<file path="config.mk">
export PLATFORM = sky130hd
export DESIGN_NAME = slw_link_watchdog
export DESIGN_NICKNAME = d
export VERILOG_FILES = /design/src/rtl/slw_pkg.sv /design/src/rtl/slw_tmr_if.sv /design/src/rtl/slw_link_watchdog.sv /design/src/rtl/slw_timer.sv
export SDC_FILE = /design/constraint.sdc
export NUM_CORES = 1
export LEC_CHECK = 0
export ABC_CLOCK_PERIOD_IN_PS = 6000
export BUFFER_PORTS_ARGS = -buffer_cell sky130_fd_sc_hd__buf_2
export CORE_MARGIN = 2
export CORE_UTILIZATION = 30
export DETAILED_ROUTE_END_ITERATION = 10
export GPL_TIMING_DRIVEN = 0
export PLACE_DENSITY = 0.47
export RECOVER_POWER = 50
export REMOVE_ABC_BUFFERS = 1
export SKIP_CTS_REPAIR_TIMING = 1
export SLEW_MARGIN = 10
export SYNTH_ARGS = -nofsm -noshare
export SYNTH_HDL_FRONTEND = slang
export SYNTH_SLANG_ARGS = --single-unit
</file>
<file path="constraint.sdc">
create_clock -name clk_i -period 6 [get_ports clk_i]
set_input_delay 1.8 -clock clk_i [delete_from_list [all_inputs] [get_ports clk_i]]
set_output_delay 1.8 -clock clk_i [all_outputs]
set_load 0.05 [all_outputs]
</file>
<file path="src/rtl/slw_pkg.sv">
// package: constants and types of the serial link error watchdog
package slw_pkg;
   localparam int CLK_PERIOD_NS = 4;
   // register offsets
   localparam logic [7:0] ADDR_LINK_CONFIG = 8'h07;
   localparam logic [7:0] ADDR_FALLBACK = 8'h08;
   localparam logic [7:0] ADDR_MASK_GEN = 8'h0C;
   localparam logic [7:0] ADDR_GEN_STATUS = 8'h10;
   localparam logic [7:0] ADDR_LINK_STATUS = 8'h11;
   // field positions
   localparam int CFG_WD_LSB = 6;
   localparam int CFG_CID_LSB = 0;
   localparam int MSK_LINK_ERR_BIT = 6;
   localparam int GEN_LINK_ERR_BIT = 6;
   localparam int ST_PL_START = 1;
   localparam int ST_PL_STOP = 2;
   localparam int ST_SYNC_STOP = 3;
   localparam int ST_PL_PAR = 4;
   localparam int ST_SYNC_PAR = 5;
   localparam int ST_CRC = 6;
   localparam int ST_GAP = 7;
   localparam int ST_WATCHDOG = 8;
   // reset values
   localparam logic [8:0] LINK_CONFIG_RST = 9'h000;
   localparam logic [11:0] FALLBACK_RST = 12'h000;
   localparam logic MASK_RST = 1'b0;
   // frame format: start, 8 data, even parity, 2 stops
   localparam logic [7:0] SYNC_BYTE = 8'h79;
   localparam logic [3:0] IDX_START = 4'h0;
   localparam logic [3:0] IDX_D7 = 4'h8;
   localparam logic [3:0] IDX_PARITY = 4'h9;
   localparam logic [3:0] IDX_STOP1 = 4'hA;
   localparam logic [3:0] IDX_STOP2 = 4'hB;
   localparam logic [2:0] READ_LAST_FRAME = 3'h3;
   localparam logic [2:0] WRITE_LAST_FRAME = 3'h4;
   localparam int GAP_BITS_SHIFT = 4;
   // timing
   localparam int TIMEOUT_MS = 35;
   localparam int TIMEOUT_CYC = TIMEOUT_MS * 1000000 / CLK_PERIOD_NS;
   localparam int WD_BASE_MS = 1;
   localparam int WD_BASE_CYC = WD_BASE_MS * 1000000 / CLK_PERIOD_NS;
   // receiver states
   typedef enum logic [2:0] {
      ST_IDLE = 3'b000,
      ST_SYNC = 3'b001,
      ST_FRAME = 3'b010,
      ST_GAPW = 3'b011,
      ST_HOLD = 3'b100
   } slw_state_t;
endpackage : slw_pkg

</file>
<file path="src/rtl/slw_tmr_if.sv">
// interface: request and expiry of the receive timeout timer
`timescale 1ns/100ps
interface slw_tmr_if #(parameter int TW = 26);
   logic load;
   logic [TW-1:0] limit;
   logic done;
   modport owner (output load, output limit, input done);
   modport timer (input load, input limit, output done);
endinterface : slw_tmr_if

</file>
<file path="src/rtl/slw_link_watchdog.sv">
// module: serial receive checker, link status, inactivity watchdog, switch fallback
`timescale 1ns/100ps
module slw_link_watchdog #(
   parameter int CW = 20,
   parameter int TW = 26,
   parameter int unsigned WD_BASE_CYC = slw_pkg::WD_BASE_CYC,
   parameter int unsigned TIMEOUT_CYC = slw_pkg::TIMEOUT_CYC
) (
   // clock, reset, enable
   input wire logic clk_i,
   input wire logic rst_b_i,
   input wire logic ce_i,
   // serial link
   input wire logic rx_i,
   input wire logic [5:0] dev_id_i,
   // switch control
   input wire logic [11:0] pwm_switch_i,
   output logic [11:0] switch_o,
   // status
   output logic fault_out_n_o,
   output logic [15:0] link_status_o,
   output logic [15:0] gen_status_o
);
   slw_pkg::slw_state_t state_ff;
   logic rx_q_ff;
   logic [CW-1:0] cyc_ff, samp_ff, bitlen_ff, r1_ff, f2_ff, r3_ff;
   logic [1:0] ecnt_ff;
   logic [3:0] bidx_ff;
   logic [2:0] fidx_ff, crc_ff, crc_fin, wd_code;
   logic is_sync_ff, par_ff, stop1_ff;
   logic [7:0] shreg_ff, addr_ff, regad_ff, dlo_ff, wr_addr_ff;
   logic [8:0] evt_ff, cfg_ff;
   logic wr_ff, tmr_load_ff, mask_ff, wd_set, fb_active;
   logic [15:0] wr_data_ff;
   logic [TW-1:0] tmr_lim_ff, wd_cnt_ff, gap_lim, wd_lim;
   logic [11:0] fallback_ff;
   logic [8:1] status_ff, w1c;
   slw_tmr_if #(.TW(TW)) tmr_if ();
   // check code step, LSB first, x^3 + x + 1
   function automatic logic [2:0] crc_step(input logic [2:0] crc, input logic [7:0] data,
                                           input int nbits);
      logic [2:0] c;
      logic fb;
      c = crc;
      fb = 1'b0;
      for (int i = 0; i < 8; i++) begin
         if (i < nbits) begin
            fb = c[2] ^ data[i];
            c = {c[1], c[0] ^ fb, fb};
         end
      end
      return c;
   endfunction : crc_step
   // edge time within half a bit of its nominal place
   function automatic logic in_win(input logic [CW-1:0] t, input logic [CW-1:0] mid,
                                   input logic [CW-1:0] tol);
      return (t > mid - tol) && (t < mid + tol);
   endfunction : in_win
   // line edges and derived conditions
   logic rx_fall, rx_edge, sync_ok, stop_ok, par_ok, last_frame, wr_hit, gap_over;
   logic [5:0] cluster_id;
   assign rx_fall = rx_q_ff & ~rx_i;
   assign rx_edge = rx_q_ff ^ rx_i;
   assign sync_ok = in_win(r1_ff, cyc_ff >> 3, cyc_ff >> 4) &&
                    in_win(f2_ff, cyc_ff >> 2, cyc_ff >> 4) &&
                    in_win(r3_ff, cyc_ff >> 1, cyc_ff >> 4);
   assign stop_ok = stop1_ff & rx_i;
   assign par_ok = (par_ff == ^shreg_ff);
   assign last_frame = (fidx_ff == slw_pkg::READ_LAST_FRAME && addr_ff[0]) ||
                       fidx_ff == slw_pkg::WRITE_LAST_FRAME;
   assign crc_fin = crc_step(crc_ff, shreg_ff, 5);
   assign cluster_id = cfg_ff[slw_pkg::CFG_CID_LSB +: 6];
   assign wr_hit = !addr_ff[0] && ((!addr_ff[7] && addr_ff[6:1] == dev_id_i) ||
                   (addr_ff[7] && (addr_ff[6:1] == 6'h00 || addr_ff[6:1] == cluster_id)));
   assign gap_lim = TW'({bitlen_ff, 4'h0});
   assign gap_over = TW'(cyc_ff) > gap_lim;
   assign wd_code = cfg_ff[slw_pkg::CFG_WD_LSB +: 3];
   assign wd_lim = TW'(WD_BASE_CYC) << (wd_code - 3'h1);
   assign wd_set = wd_code != 3'h0 && wd_cnt_ff > wd_lim;
   assign fb_active = status_ff[slw_pkg::ST_WATCHDOG] ||
                      (status_ff[slw_pkg::ST_GAP] && wd_code != 3'h0);
   assign w1c = (wr_ff && wr_addr_ff == slw_pkg::ADDR_LINK_STATUS) ? wr_data_ff[8:1] : 8'h00;
   // previous line level
   always_ff @(posedge clk_i or negedge rst_b_i) begin
      if (!rst_b_i) rx_q_ff <= 1'b1;
      else if (ce_i) rx_q_ff <= rx_i;
   end
   // receiver: sync measure, bit sampling, packet checks, timeouts
   always_ff @(posedge clk_i or negedge rst_b_i) begin
      if (!rst_b_i) begin
         state_ff <= slw_pkg::ST_IDLE;
         cyc_ff <= '0; samp_ff <= '0; bitlen_ff <= '0;
         r1_ff <= '0; f2_ff <= '0; r3_ff <= '0;
         ecnt_ff <= 2'h0; bidx_ff <= 4'h0; fidx_ff <= 3'h0;
         is_sync_ff <= 1'b0; par_ff <= 1'b0; stop1_ff <= 1'b0;
         shreg_ff <= 8'h00; addr_ff <= 8'h00; regad_ff <= 8'h00; dlo_ff <= 8'h00;
         crc_ff <= 3'h0; evt_ff <= 9'h000;
         wr_ff <= 1'b0; wr_addr_ff <= 8'h00; wr_data_ff <= 16'h0000;
         tmr_load_ff <= 1'b0; tmr_lim_ff <= '0;
      end else if (ce_i) begin
         evt_ff <= 9'h000;
         wr_ff <= 1'b0;
         tmr_load_ff <= 1'b0;
         if (cyc_ff != '1) cyc_ff <= cyc_ff + 1'b1;
         case (state_ff)
            slw_pkg::ST_IDLE: begin
               if (rx_fall) begin
                  state_ff <= slw_pkg::ST_SYNC;
                  cyc_ff <= CW'(1);
                  ecnt_ff <= 2'h0;
               end
            end
            slw_pkg::ST_SYNC: begin
               if (rx_edge) begin
                  ecnt_ff <= ecnt_ff + 2'h1;
                  case (ecnt_ff)
                     2'h0: r1_ff <= cyc_ff;
                     2'h1: f2_ff <= cyc_ff;
                     2'h2: r3_ff <= cyc_ff;
                     default: begin
                        bitlen_ff <= cyc_ff >> 3;
                        samp_ff <= {cyc_ff[CW-1:3], 3'h0} + (cyc_ff >> 4);
                        bidx_ff <= slw_pkg::IDX_D7;
                        shreg_ff <= {slw_pkg::SYNC_BYTE[6:0], 1'b0};
                        is_sync_ff <= 1'b1;
                        if (sync_ok) begin
                           state_ff <= slw_pkg::ST_FRAME;
                        end else begin
                           state_ff <= slw_pkg::ST_HOLD;
                           tmr_load_ff <= 1'b1;
                           tmr_lim_ff <= TW'(TIMEOUT_CYC);
                        end
                     end
                  endcase
               end else if (cyc_ff == '1) begin
                  state_ff <= slw_pkg::ST_IDLE;
               end
            end
            slw_pkg::ST_FRAME: begin
               if (cyc_ff == samp_ff) begin
                  samp_ff <= samp_ff + bitlen_ff;
                  bidx_ff <= bidx_ff + 4'h1;
                  if (bidx_ff == slw_pkg::IDX_START) begin
                     if (rx_i) begin
                        evt_ff[slw_pkg::ST_PL_START] <= 1'b1;
                        state_ff <= slw_pkg::ST_IDLE;
                     end
                  end else if (bidx_ff <= slw_pkg::IDX_D7) begin
                     shreg_ff <= {rx_i, shreg_ff[7:1]};
                  end else if (bidx_ff == slw_pkg::IDX_PARITY) begin
                     par_ff <= rx_i;
                  end else if (bidx_ff == slw_pkg::IDX_STOP1) begin
                     stop1_ff <= rx_i;
                  end else if (is_sync_ff) begin
                     evt_ff[slw_pkg::ST_SYNC_PAR] <= !par_ok;
                     evt_ff[slw_pkg::ST_SYNC_STOP] <= !stop_ok;
                     if (!par_ok || !stop_ok || shreg_ff != slw_pkg::SYNC_BYTE) begin
                        state_ff <= slw_pkg::ST_HOLD;
                        tmr_load_ff <= 1'b1;
                        tmr_lim_ff <= TW'(TIMEOUT_CYC);
                     end else begin
                        state_ff <= slw_pkg::ST_GAPW;
                        cyc_ff <= CW'(1);
                        fidx_ff <= 3'h1;
                        crc_ff <= 3'h0;
                     end
                  end else if (!par_ok || !stop_ok) begin
                     evt_ff[slw_pkg::ST_PL_PAR] <= !par_ok;
                     evt_ff[slw_pkg::ST_PL_STOP] <= !stop_ok;
                     state_ff <= slw_pkg::ST_IDLE;
                  end else if (last_frame) begin
                     if (crc_fin != shreg_ff[7:5]) begin
                        evt_ff[slw_pkg::ST_CRC] <= 1'b1;
                     end else if (wr_hit) begin
                        wr_ff <= 1'b1;
                        wr_addr_ff <= regad_ff;
                        wr_data_ff <= {3'h0, shreg_ff[4:0], dlo_ff};
                     end
                     state_ff <= slw_pkg::ST_IDLE;
                  end else begin
                     case (fidx_ff)
                        3'h1: addr_ff <= shreg_ff;
                        3'h2: regad_ff <= shreg_ff;
                        default: dlo_ff <= shreg_ff;
                     endcase
                     crc_ff <= crc_step(crc_ff, shreg_ff, 8);
                     fidx_ff <= fidx_ff + 3'h1;
                     state_ff <= slw_pkg::ST_GAPW;
                     cyc_ff <= CW'(1);
                  end
               end
            end
            slw_pkg::ST_GAPW: begin
               if (rx_fall) begin
                  state_ff <= slw_pkg::ST_FRAME;
                  cyc_ff <= CW'(1);
                  samp_ff <= bitlen_ff >> 1;
                  bidx_ff <= slw_pkg::IDX_START;
                  is_sync_ff <= 1'b0;
               end else if (gap_over) begin
                  evt_ff[slw_pkg::ST_GAP] <= 1'b1;
                  state_ff <= slw_pkg::ST_HOLD;
                  tmr_load_ff <= 1'b1;
                  tmr_lim_ff <= gap_lim;
               end
            end
            slw_pkg::ST_HOLD: begin
               if (rx_edge) begin
                  tmr_load_ff <= 1'b1;
               end else if (tmr_if.done) begin
                  state_ff <= slw_pkg::ST_IDLE;
               end
            end
            default: state_ff <= slw_pkg::ST_IDLE;
         endcase
      end
   end
   assign tmr_if.load = tmr_load_ff;
   assign tmr_if.limit = tmr_lim_ff;
   // timeout timer
   slw_timer #(.TW(TW)) u_timer (
      .clk_i(clk_i),
      .rst_b_i(rst_b_i),
      .ce_i(ce_i),
      .tmr(tmr_if.timer)
   );
   // configuration registers written by accepted packets
   always_ff @(posedge clk_i or negedge rst_b_i) begin
      if (!rst_b_i) begin
         cfg_ff <= slw_pkg::LINK_CONFIG_RST;
         fallback_ff <= slw_pkg::FALLBACK_RST;
         mask_ff <= slw_pkg::MASK_RST;
      end else if (ce_i && wr_ff) begin
         case (wr_addr_ff)
            slw_pkg::ADDR_LINK_CONFIG: cfg_ff <= wr_data_ff[8:0];
            slw_pkg::ADDR_FALLBACK: fallback_ff <= wr_data_ff[11:0];
            slw_pkg::ADDR_MASK_GEN: mask_ff <= wr_data_ff[slw_pkg::MSK_LINK_ERR_BIT];
            default: ;
         endcase
      end
   end
   // inactivity counter, reset by any line edge
   always_ff @(posedge clk_i or negedge rst_b_i) begin
      if (!rst_b_i) wd_cnt_ff <= '0;
      else if (ce_i) begin
         if (wd_code == 3'h0 || rx_edge || wd_set) wd_cnt_ff <= '0;
         else if (wd_cnt_ff != '1) wd_cnt_ff <= wd_cnt_ff + 1'b1;
      end
   end
   // sticky link status, set wins over write-one-to-clear
   always_ff @(posedge clk_i or negedge rst_b_i) begin
      if (!rst_b_i) status_ff <= 8'h00;
      else if (ce_i) status_ff <= (status_ff & ~w1c) | {wd_set, evt_ff[7:1]};
   end
   // registered outputs
   always_ff @(posedge clk_i or negedge rst_b_i) begin
      if (!rst_b_i) begin
         switch_o <= 12'h000;
         fault_out_n_o <= 1'b1;
         link_status_o <= 16'h0000;
         gen_status_o <= 16'h0000;
      end else if (ce_i) begin
         switch_o <= fb_active ? fallback_ff : pwm_switch_i;
         fault_out_n_o <= !((|status_ff) && !mask_ff);
         link_status_o <= {7'h00, status_ff, 1'b0};
         gen_status_o <= 16'(|status_ff) << slw_pkg::GEN_LINK_ERR_BIT;
      end
   end
endmodule : slw_link_watchdog

</file>
<file path="src/rtl/slw_timer.sv">
// module: reloadable countdown timer for receive timeouts
`timescale 1ns/100ps
module slw_timer #(
   parameter int TW = 26
) (
   // clock, reset, enable
   input wire logic clk_i,
   input wire logic rst_b_i,
   input wire logic ce_i,
   // timer control
   slw_tmr_if.timer tmr
);
   logic [TW-1:0] cnt_ff;
   logic run_ff;
   logic done_ff;

   // a load restarts the full period, expiry gives a one-cycle done
   always_ff @(posedge clk_i or negedge rst_b_i) begin
      if (!rst_b_i) begin
         cnt_ff <= '0;
         run_ff <= 1'b0;
         done_ff <= 1'b0;
      end else if (ce_i) begin
         done_ff <= 1'b0;
         if (tmr.load) begin
            cnt_ff <= tmr.limit;
            run_ff <= 1'b1;
         end else if (run_ff) begin
            if (cnt_ff <= TW'(1)) begin
               run_ff <= 1'b0;
               done_ff <= 1'b1;
            end else begin
               cnt_ff <= cnt_ff - 1'b1;
            end
         end
      end
   end

   assign tmr.done = done_ff;
endmodule : slw_timer

</file>
==> Word-level counts from Yosys, hierarchy flattened <==
Cells that the tools add are included.
{ "op_classes": {"shifts": 1, "n_reduce_logical": 67, "bitwise_logic": 41, "muxes": 203, "addsub": 15, "n_eq_ne": 53, "order_cmp": 10} }
{ "op_table": {"columns": ["operator", "n"], "rows": [
  ["26-bit two-way mux", 17],
  ["20-bit two-way mux", 15],
  ["3-bit two-way mux", 95],
  ["26-bit case mux with 3 select lines", 1],
  ["20-bit > comparator", 3],
  ["20-bit case mux with 3 select lines", 1],
  ["8-bit two-way mux", 6],
  ["1-bit two-way mux", 46],
  ["2-bit inequality test (second input constant)", 20],
  ["20-bit case mux with 2 select lines", 1],
  ["11-bit AND reduction", 3],
  ["26-bit by 1-bit adder with 26-bit output (second input constant)", 1],
  ["26-bit > comparator", 1],
  ["26-bit by 1-bit <= comparator with 1-bit output (second input constant)", 1],
  ["26-bit inequality test (second input constant)", 1],
  ["18-bit by 3-bit << shifter with 26-bit output (first input constant)", 1],
  ["26-bit by 1-bit subtractor with 26-bit output (second input constant)", 1],
  ["1-bit bitwise XOR", 25],
  ["12-bit AND reduction", 2],
  ["20-bit by 21-bit > comparator with 1-bit output", 1],
  ["3-bit inequality test (second input constant)", 7],
  ["19-bit by 16-bit adder with 20-bit output", 1],
  ["20-bit by 1-bit adder with 20-bit output (second input constant)", 1],
  ["20-bit by 16-bit adder with 20-bit output", 1],
  ["other kinds (68)", 138]
]} }
{ "totals": {"ff_bits": 329, "input_bits": 22, "wordCells": 427, "out_inout_bits": 45} }

==> Longest topological paths before layout <==
Gate-level depths: netlist of run 1.
{ "depth": {"depth_word": 90, "depth_mapped": 23, "ltp_nobuf": 21} }

==> Hierarchy <==
A second synthesis of run 1 with hierarchy kept.
{ "unflattened": {"hier_cells": 2757, "area_unflattened_um2": 24930.2} }
{ "modules_own_cells": {"columns": ["mod", "seq_area_each_um2", "cells_each", "n_inst", "area_each_um2"], "rows": [
  ["slw_link_watchdog", 7334.5, 2546, 1, 23030.8],
  ["slw_timer", 700.7, 211, 1, 1899.3]
]} }

==> Worst setup path before layout of run 1 <==
OpenSTA, ideal clock, no wires.
{ "synth_timing": {"path_type": "register to register", "startpoint": "reg cyc_ff[5]", "endpoint": "reg tmr_lim_ff[18], in the netlist tmr_if.limit[18]", "path_stages_with_launch": 21, "synth_period_minus_slack_ps": 5135, "n_path_buf": 2, "path_slack_ps": 865, "setup_ps": 121, "arrival_ps": 5014, "t_required_ps": 5879, "path_cell_list": "dfrtp_1 -> inv_1 -> ha_1 -> nor2b_1 -> o31a_1 -> o41ai_1 -> o21ai_0 -> o21ai_0 -> o2111ai_1 -> a21oi_1 -> nand2_1 -> ha_1 -> nand4_1 -> or3_1 -> nor2_1 -> a221oi_1 -> or4_4 -> o211a_1 -> buf_6 -> buf_6 -> o22a_1"} }
{ "synth_via": {"elab_chain_len": 7, "word_cells_on_any_way": 23, "cone_classes": "add/sub (6); order compare (7); eq/ne (4); reduce/logical (6)"} }
{ "synth_rtl": {"columns": ["element", "line", "text"], "rows": [
  ["start: declaration", "slw_link_watchdog.sv:26", "logic [CW-1:0] cyc_ff, samp_ff, bitlen_ff, r1_ff, f2_ff, r3_ff;"],
  ["start signal: assignment", "slw_link_watchdog.sv:104", "if (cyc_ff != '1) cyc_ff <= cyc_ff + 1'b1;"],
  ["18-bit by 16-bit subtractor with 19-bit output, or another cell as far along", "slw_link_watchdog.sv:57", "return (t > mid - tol) && (t < mid + tol);"],
  ["20-bit > comparator, or another cell as far along", "slw_link_watchdog.sv:57", null],
  ["1-bit logical AND", "slw_link_watchdog.sv:57", null],
  ["1-bit logical AND", "slw_link_watchdog.sv:64", "assign sync_ok = in_win(r1_ff, cyc_ff >> 3, cyc_ff >> 4) &&"],
  ["1-bit logical AND", "slw_link_watchdog.sv:65", "in_win(f2_ff, cyc_ff >> 2, cyc_ff >> 4) &&"],
  ["2-bit inequality test (no source line)", null, null],
  ["14-bit AND reduction (no source line) (*)", null, null],
  ["end signal: assignment", "slw_link_watchdog.sv:131", "tmr_lim_ff <= TW'(TIMEOUT_CYC);"],
  ["end signal: assignment", "slw_link_watchdog.sv:160", "tmr_lim_ff <= TW'(TIMEOUT_CYC);"],
  ["end signal: assignment", "slw_link_watchdog.sv:204", "tmr_lim_ff <= gap_lim;"],
  ["end: declaration", "slw_link_watchdog.sv:35", "logic [TW-1:0] tmr_lim_ff, wd_cnt_ff, gap_lim, wd_lim;"]
]} }
Every way passes the cells marked *; elsewhere a longest branch is shown, timed or not.
A chain may end at the register's enable or synchronous reset.

==> Final worst setup path of run 1 <==
{ "layout_timing": {"startpoint": "reg cyc_ff[7]", "endpoint": "reg tmr_lim_ff[19], in the netlist tmr_if.limit[19]"} }
The elaborated chain is that of the path after synthesis.

==> flow_summary.toml, run 1 <==
[route]
drt_iter0_drc = 1089
wire_per_inst_um = 18.1
finalWirelength_mm = 68.8
first_pass_iters = 5
drc = 0
vias_per_cell = 5.16
drtAntennaViolNets = 0
vias = 19700

[worst_hold_path]
hp-start = "wr_ff$_DFFE_PN0P_"
hold_end = "wr_ff$_DFFE_PN0P_"
hold_depth = 1
min_path_type = "reg2reg"

[cells_and_area]
synthToLayoutAreaGrowth_pct = 12.9
diodes = 0
instances_no_fill = 3807
final_nets = 3058
fill_cells = 8295
fin_util_pct = 34.1
stdcell_area_mm2 = 0.0274
drive_gt1_share_pct = 12.3

[synth]
synth_edf_count = 0
synth_top_cells_by_area = "dfrtp_1 33%, ha_1 16%, xnor2_1 5.2%, o21ai_0 4.5%, mux2_2 3.9%"
dominantRegCellSynth = "dfrtp_1"
yosysWarningCount = 0
ys_seq_area_share_pct = 33.1
yosys.cell_count.top_type = "dfrtp_1"
synth_seq_cells = 321
syn-cell-area_mm2 = 0.0243
ys_types = 86
async_reset_ff_share_pct = 100
syn-instance-count = 2676
synth_top_area_share_pct = 32.9
synthTopCellsByCount = "319 x dfrtp_1, 311 x ha_1, 222 x nand2_1"
synth_top_area_cell = "dfrtp_1"
post_synth.cell_area_avg_um2 = 9.08

[clocking]
cts_buffers = 41
cts_tree = "done"
clk_pin_slew_ps = 60
clock_latency_ps = 590
cts_sinks = 321
htreeDepth = 2
cts_buffer_depth = 3
clockRootBuffer = "clkbuf_16"

[setup_path]
end_kind = "flop"
crit_fanout = 19
critPathLaunchType = "flop"
slowest_delay_ps = 600
regToRegStartpoint = "cyc_ff[7]$_DFFE_PN0P_"
cp_cell_sequence = "clkinvlp_4 > ha_1 > o21a_1 > o31a_1 > o41ai_2 > o21ai_1 > o21ai_1 > o2111ai_1 > a21oi_1 > nand2_1 > ha_1 > nand4_1 > or3_1 > nor2_1 > a221oi_1 > or4_4 > o211a_4 > mux2_4"
rr_worst_depth = 18
path_class = "reg2reg"
regToRegSetupSlack_ps = 220
critPathRequiredTime_ps = 6450
critPathTopFamily = "compound AO/OA/AOI/OAI gates"
slowest_stage = "dfrtp_4"
worst-path-buf-inv = 1
worstReg2RegEnd = "tmr_if.limit[19]$_DFFE_PN0P_"
critical_path_arrival_ps = 6230

[grt]
antenna_found_initial = 0
track_usage_pct = 16.4
grt_pass1_vias = 19600
overflow = 0
grt_pass1_wl_mm = 109
grt_max_degree = 94

[pwr]
vdd_drop_max_v = 0.000305
leakage_nw = 12.6
powerDensity_mw_per_mm2 = 366

[placement]
port_buffers = 43
placed_cells = 3688
gp_congestion = 0.847
pre_cts_slack_ps = -1720
placed_cell_area_mm2 = 0.0255
dp_hpwl_mm = 51.0

[floorplanning]
initial_utilization_pct = 30.2
die-height_um = 289
core_area_mm2 = 0.0804
pin_count = 67
num_rows = 104
fp.dieArea_mm2 = 0.0833
die_x_um = 289

[timing]
finalSetupViolCount = 0
tns_ps = 0
setup_ws_ps = 219
worstMarginPinSlew_ps = 2300
hold_viol_final = 0
drv_slew = 168
skew_ps = 27.5
finalCritPeriodShare_pct = 96.4
period_needed_ps = 5780
relSlewSlack_pct = -53.4
max_freq_mhz = 173

[run]
maxCapViolCount = 2

[status]
failed_checks = "max-capacitance violations, max-slew violations"
status = "finished with violations"
layout make-up:
| class | count | area, um2 | area share (%) |
|---|---|---|---|
| multi-input combinational | 2122 | 15400 | 56.2 |
| tap | 1060 | 1330 | 4.84 |
| inverter | 134 | 547 | 1.99 |
| clock inverter | 12 | 214 | 0.780 |
| clock buffer | 61 | 1210 | 4.42 |
| timing repair buffer | 97 | 651 | 2.37 |
| sequential | 321 | 8080 | 29.5 |
state kept, by name, indices dropped and copies added (netlist names), 7 cells and up:
register        cells
addr_ff             8
bitlen_ff          17
cfg_ff              9
cyc_ff             20
dlo_ff              8
evt_ff              7
f2_ff              20
fallback_ff        12
link_status_o       8
r1_ff              20
r3_ff              20
regad_ff            8
samp_ff            20
shreg_ff            8
status_ff           8
switch_o           12
tmr_if.limit       18
u_timer.cnt_ff     26
wd_cnt_ff          26
wr_addr_ff          8
wr_data_ff         12
placed cells by master (no fill, tap or decap), types with 18 or more instances in the layout:
cell type,n
xnor2_1,143
buf_2,41
nand4_1,38
nor4_1,18
dfrtp_1,302
nor2_1,203
o21bai_1,22
nand2_1,219
clkbuf_16,41
o21ai_0,213
nand2b_1,29
or3_1,21
nand3_1,62
mux2_2,85
nor3_1,62
a21oi_1,163
o211ai_1,21
nor2b_1,25
conb_1,23
a31oi_1,18
and3_1,28
buf_4,48
xor2_1,59
inv_1,119
a211oi_1,23
ha_1,309
a21o_1,43
mux2i_1,25
metrics by stage:
| stage | power (mW) | hold WS [ps] |
|---|---|---|
| floorplan | 5.95 | 449 |
| global placement | 7.12 | 462 |
| detailed placement | 7.18 | 469 |
| CTS | 9.88 | 484 |
| global route | 10.8 | 496 |
| finish | 10.0 | 484 |
where the power goes:
group	switching, mW	total [mW]	internal (mW)
sequential	0.273	2.55	2.28
combinational	2.82	4.86	2.04
clock	1.04	2.62	1.58
total	4.13	10.0	5.90
kinds of logic (layout without fill, tap and decap cells):
| logic type | Yosys count | count (layout) | share of synthesized area [%] |
|---|---|---|---|
| buf+inv | 255 | 304 | 4.41 |
| xor+xnor | 203 | 203 | 7.37 |
| fa+ha+maj | 319 | 319 | 16.7 |
| mux | 112 | 112 | 5.08 |
| flops | 321 | 321 | 33.1 |
| simple gates | 795 | 795 | 16.1 |
| other cells | 1 | 23 | 0.0154 |
| compound gates | 670 | 670 | 17.3 |
metal layers:
| metal | GRT usage, % | wire, um | up-vias |
|---|---|---|---|
| met5 | 0 | 0 | - |
| met4 | 4.83 | 1830 | 0 |
| met3 | 1.93 | 1730 | 95 |
| met2 | 28.2 | 32900 | 283 |
| met1 | 21.5 | 32300 | 9603 |
| li1 | - | - | 9680 |
worst max path at each step:
stage	from	end	slack (ps)	cells past startpoint
after CTS	cyc_ff[5]$_DFFE_PN0P_	tmr_if.limit[19]$_DFFE_PN0P_	-1780	19
final	cyc_ff[7]$_DFFE_PN0P_	tmr_if.limit[19]$_DFFE_PN0P_	220	18
after detailed placement	cyc_ff[5]$_DFFE_PN0P_	tmr_if.limit[19]$_DFFE_PN0P_	-1720	19
after floorplan	cyc_ff[5]$_DFFE_PN0P_	tmr_if.limit[19]$_DFFE_PN0P_	810	18
after global routing	cyc_ff[7]$_DFFE_PN0P_	tmr_if.limit[19]$_DFFE_PN0P_	-30	18
after global placement	rst_b_i	fidx_ff[0]$_DFFE_PN0P_	-3510	1
worst reg2reg max path: stages, from the launching register on:
cell and delay [ps]:
dfrtp_4 600, clkinvlp_4 270, ha_1 410, o21a_1 140, o31a_1 140, o41ai_2 350, o21ai_1 210, o21ai_1 290
o2111ai_1 190, a21oi_1 270, nand2_1 150, ha_1 360, nand4_1 110, or3_1 500, nor2_1 270, a221oi_1 140
or4_4 570, o211a_4 370, mux2_4 330
(Power assumes the default switching activity.)
==> run 2, diff against run 1 <==
--- a/config.mk
+++ b/config.mk
@@ -7,6 +7,7 @@
 export LEC_CHECK = 0
 export ABC_CLOCK_PERIOD_IN_PS = 6000
 export BUFFER_PORTS_ARGS = -buffer_cell sky130_fd_sc_hd__buf_2
+export CAP_MARGIN = 20
 export CORE_MARGIN = 2
 export CORE_UTILIZATION = 30
 export DETAILED_ROUTE_END_ITERATION = 10
==> constraint.sdc (replaced) <==
create_clock -name clk_i -period 6 [get_ports clk_i]
set_input_delay 0 -clock clk_i [delete_from_list [all_inputs] [get_ports clk_i]]
set_output_delay 0 -clock clk_i [all_outputs]
set_load 0.05 [all_outputs]
==> run 2 against run 1 <==
  * The run still ends with max-capacitance violations, max-slew violations left
  * Clock-buffer cell count decreased by 1
  * Critical endpoint unchanged
  * Sequential power hardly changed
  * Cell area grew 0.18%
  * First-iteration DRC count down 5.7%
  * Worst setup slack lost 2.8 ps
  * Global-route usage is 0.18 points higher
  * Clock power fell by 7%
  * Register-to-register slack hardly changed
  * Non-clock buffer count up 20
  * Total power fell by 2.1%
  * Final cell count increased by 0.45%
  * Wire length hardly changed
==> flow_summary.toml, run 2 (synthesized netlist as in run 1, its figures left out) <==
[grt]
grt_max_degree = 94
track_usage_pct = 16.5
grt_pass1_vias = 19600
antenna_found_initial = 0
overflow = 0
grt_pass1_wl_mm = 110

[timing]
relSlewSlack_pct = -205
finalSetupViolCount = 0
max_freq_mhz = 173
setup_ws_ps = 216
period_needed_ps = 5780
skew_ps = 18.1
tns_ps = 0
worstMarginPinSlew_ps = 4570
finalCritPeriodShare_pct = 96.4
hold_viol_final = 0
drv_slew = 117
holdWs_ps = 261

[setup_path]
critical_path_arrival_ps = 6250
critPathRequiredTime_ps = 6460
worstReg2RegEnd = "tmr_if.limit[19]$_DFFE_PN0P_"
end_kind = "flop"
critPathLaunchType = "flop"
path_class = "reg2reg"
rr_worst_depth = 19
crit_fanout = 19
regToRegStartpoint = "cyc_ff[8]$_DFFE_PN0P_"
startpoint = "cyc_ff[8]$_DFFE_PN0P_"
regToRegSetupSlack_ps = 220

[placement]
gp_congestion = 0.847
dp_hpwl_mm = 51.2
placed_cell_area_mm2 = 0.0256
placed_cells = 3694
port_buffers = 43
pre_cts_slack_ps = -1700

[floorplanning]
die-height_um = 289
pin_count = 67
num_rows = 104
die_x_um = 289
core_area_mm2 = 0.0804
initial_utilization_pct = 30.2
fp.dieArea_mm2 = 0.0833

[cells_and_area]
final_common_cell = "ha_1"
stdcell_area_mm2 = 0.0275
diodes = 0
multi_input_area_mm2 = 0.0154
largestRegisters = "u_timer.cnt_ff: 26 flops, wd_cnt_ff: 26 flops"
final_nets = 3076
layout_common_cells = "309 x ha_1, 302 x dfrtp_1, 221 x nand2_1"
fin_util_pct = 34.2
drive_gt1_share_pct = 10.9
regArea_mm2 = 0.00807
synthToLayoutAreaGrowth_pct = 13.1
fill_cells = 8299
instances_no_fill = 3824

[clocking]
clk_pin_slew_ps = 60
htreeDepth = 2
cts_sinks = 321
cts_buffer_depth = 3
clock_latency_ps = 590
clockRootBuffer = "clkbuf_16"
cts_tree = "done"
cts_buffers = 39

[route]
first_pass_iters = 5
vias = 19600
finalWirelength_mm = 68.8
vias_per_cell = 5.12
drtAntennaViolNets = 0
drt_iter0_drc = 1027
drc = 0
wire_per_inst_um = 18.0

[worst_hold_path]
hold_end = "switch_o[3]$_DFFE_PN0P_"
hp-start = "pwm_switch_i[3]"
min_path_type = "in2reg"
hold_depth = 4

[status]
failed_checks = "max-capacitance violations, max-slew violations"
status = "finished with violations"

[pwr]
leakage_nw = 12.5
vdd_drop_max_v = 0.000314
total_power_mw = 9.83
powerDensity_mw_per_mm2 = 358

[run]
maxCapViolCount = 2
-- run 2: cell types whose count changed in the layout (fill, tap and decap cells not counted), moves of 3 or more --
cell and delta:
clkbuf_1 +33, buf_16 +3, buf_2 -22, dlygate4sd3_1 +14, clkbuf_8 -7
-- run 2: final cells by class --
class | instances | share of cell area, %
Clock buffer | 60 | 3.98
Clock inverter | 10 | 0.710
Inverter | 134 | 2.00
Multi-Input combinational cell | 2122 | 55.9
Sequential cell | 321 | 29.4
Tap cell | 1060 | 4.83
Timing Repair Buffer | 117 | 3.18
-- run 2: worst max-delay path by stage --
stage	endpoint	slack, ps	cells past startpoint
after global placement	fidx_ff[0]$_DFFE_PN0P_	-1710	1
after global routing	tmr_if.limit[19]$_DFFE_PN0P_	-7	19
after detailed placement	tmr_if.limit[19]$_DFFE_PN0P_	-1700	19
after CTS	tmr_if.limit[19]$_DFFE_PN0P_	-1710	19
final	tmr_if.limit[19]$_DFFE_PN0P_	220	19
after floorplan	tmr_if.limit[19]$_DFFE_PN0P_	810	18
-- run 2: worst max-delay path, stage by stage (launching register included) --
cell and delay [ps]:
dfrtp_2 640, clkinvlp_4 250, ha_1 510, nand2b_1 160
o31a_1 140, nand3_1 90, nand2_1 220, o21ai_1 130
o41ai_1 440, o41a_1 220, xnor2_1 120, ha_1 260
and4b_1 270, nand4_1 250, nor2_1 110, nor4_4 410
o2111ai_1 200, or4_4 510, o211a_4 370, mux2_4 320
-- run 2: per-layer routing --
layer  global-route usage (%)  routed length (um)  part of all wire, %
met1                     22.1               32600                   47
met2                     27.9               32400                   47
met3                     1.79                1770                  2.6
met4                     5.50                2030                  2.9
met5                        0                   0                    0
-- run 2: power breakdown --
part	leakage, nW	internal, mW	switching (mW)	total, mW
clock network	0.613	1.41	1.03	2.44
logic	7.74	2.03	2.80	4.83
registers	4.14	2.28	0.286	2.56
total	12.5	5.71	4.12	9.83
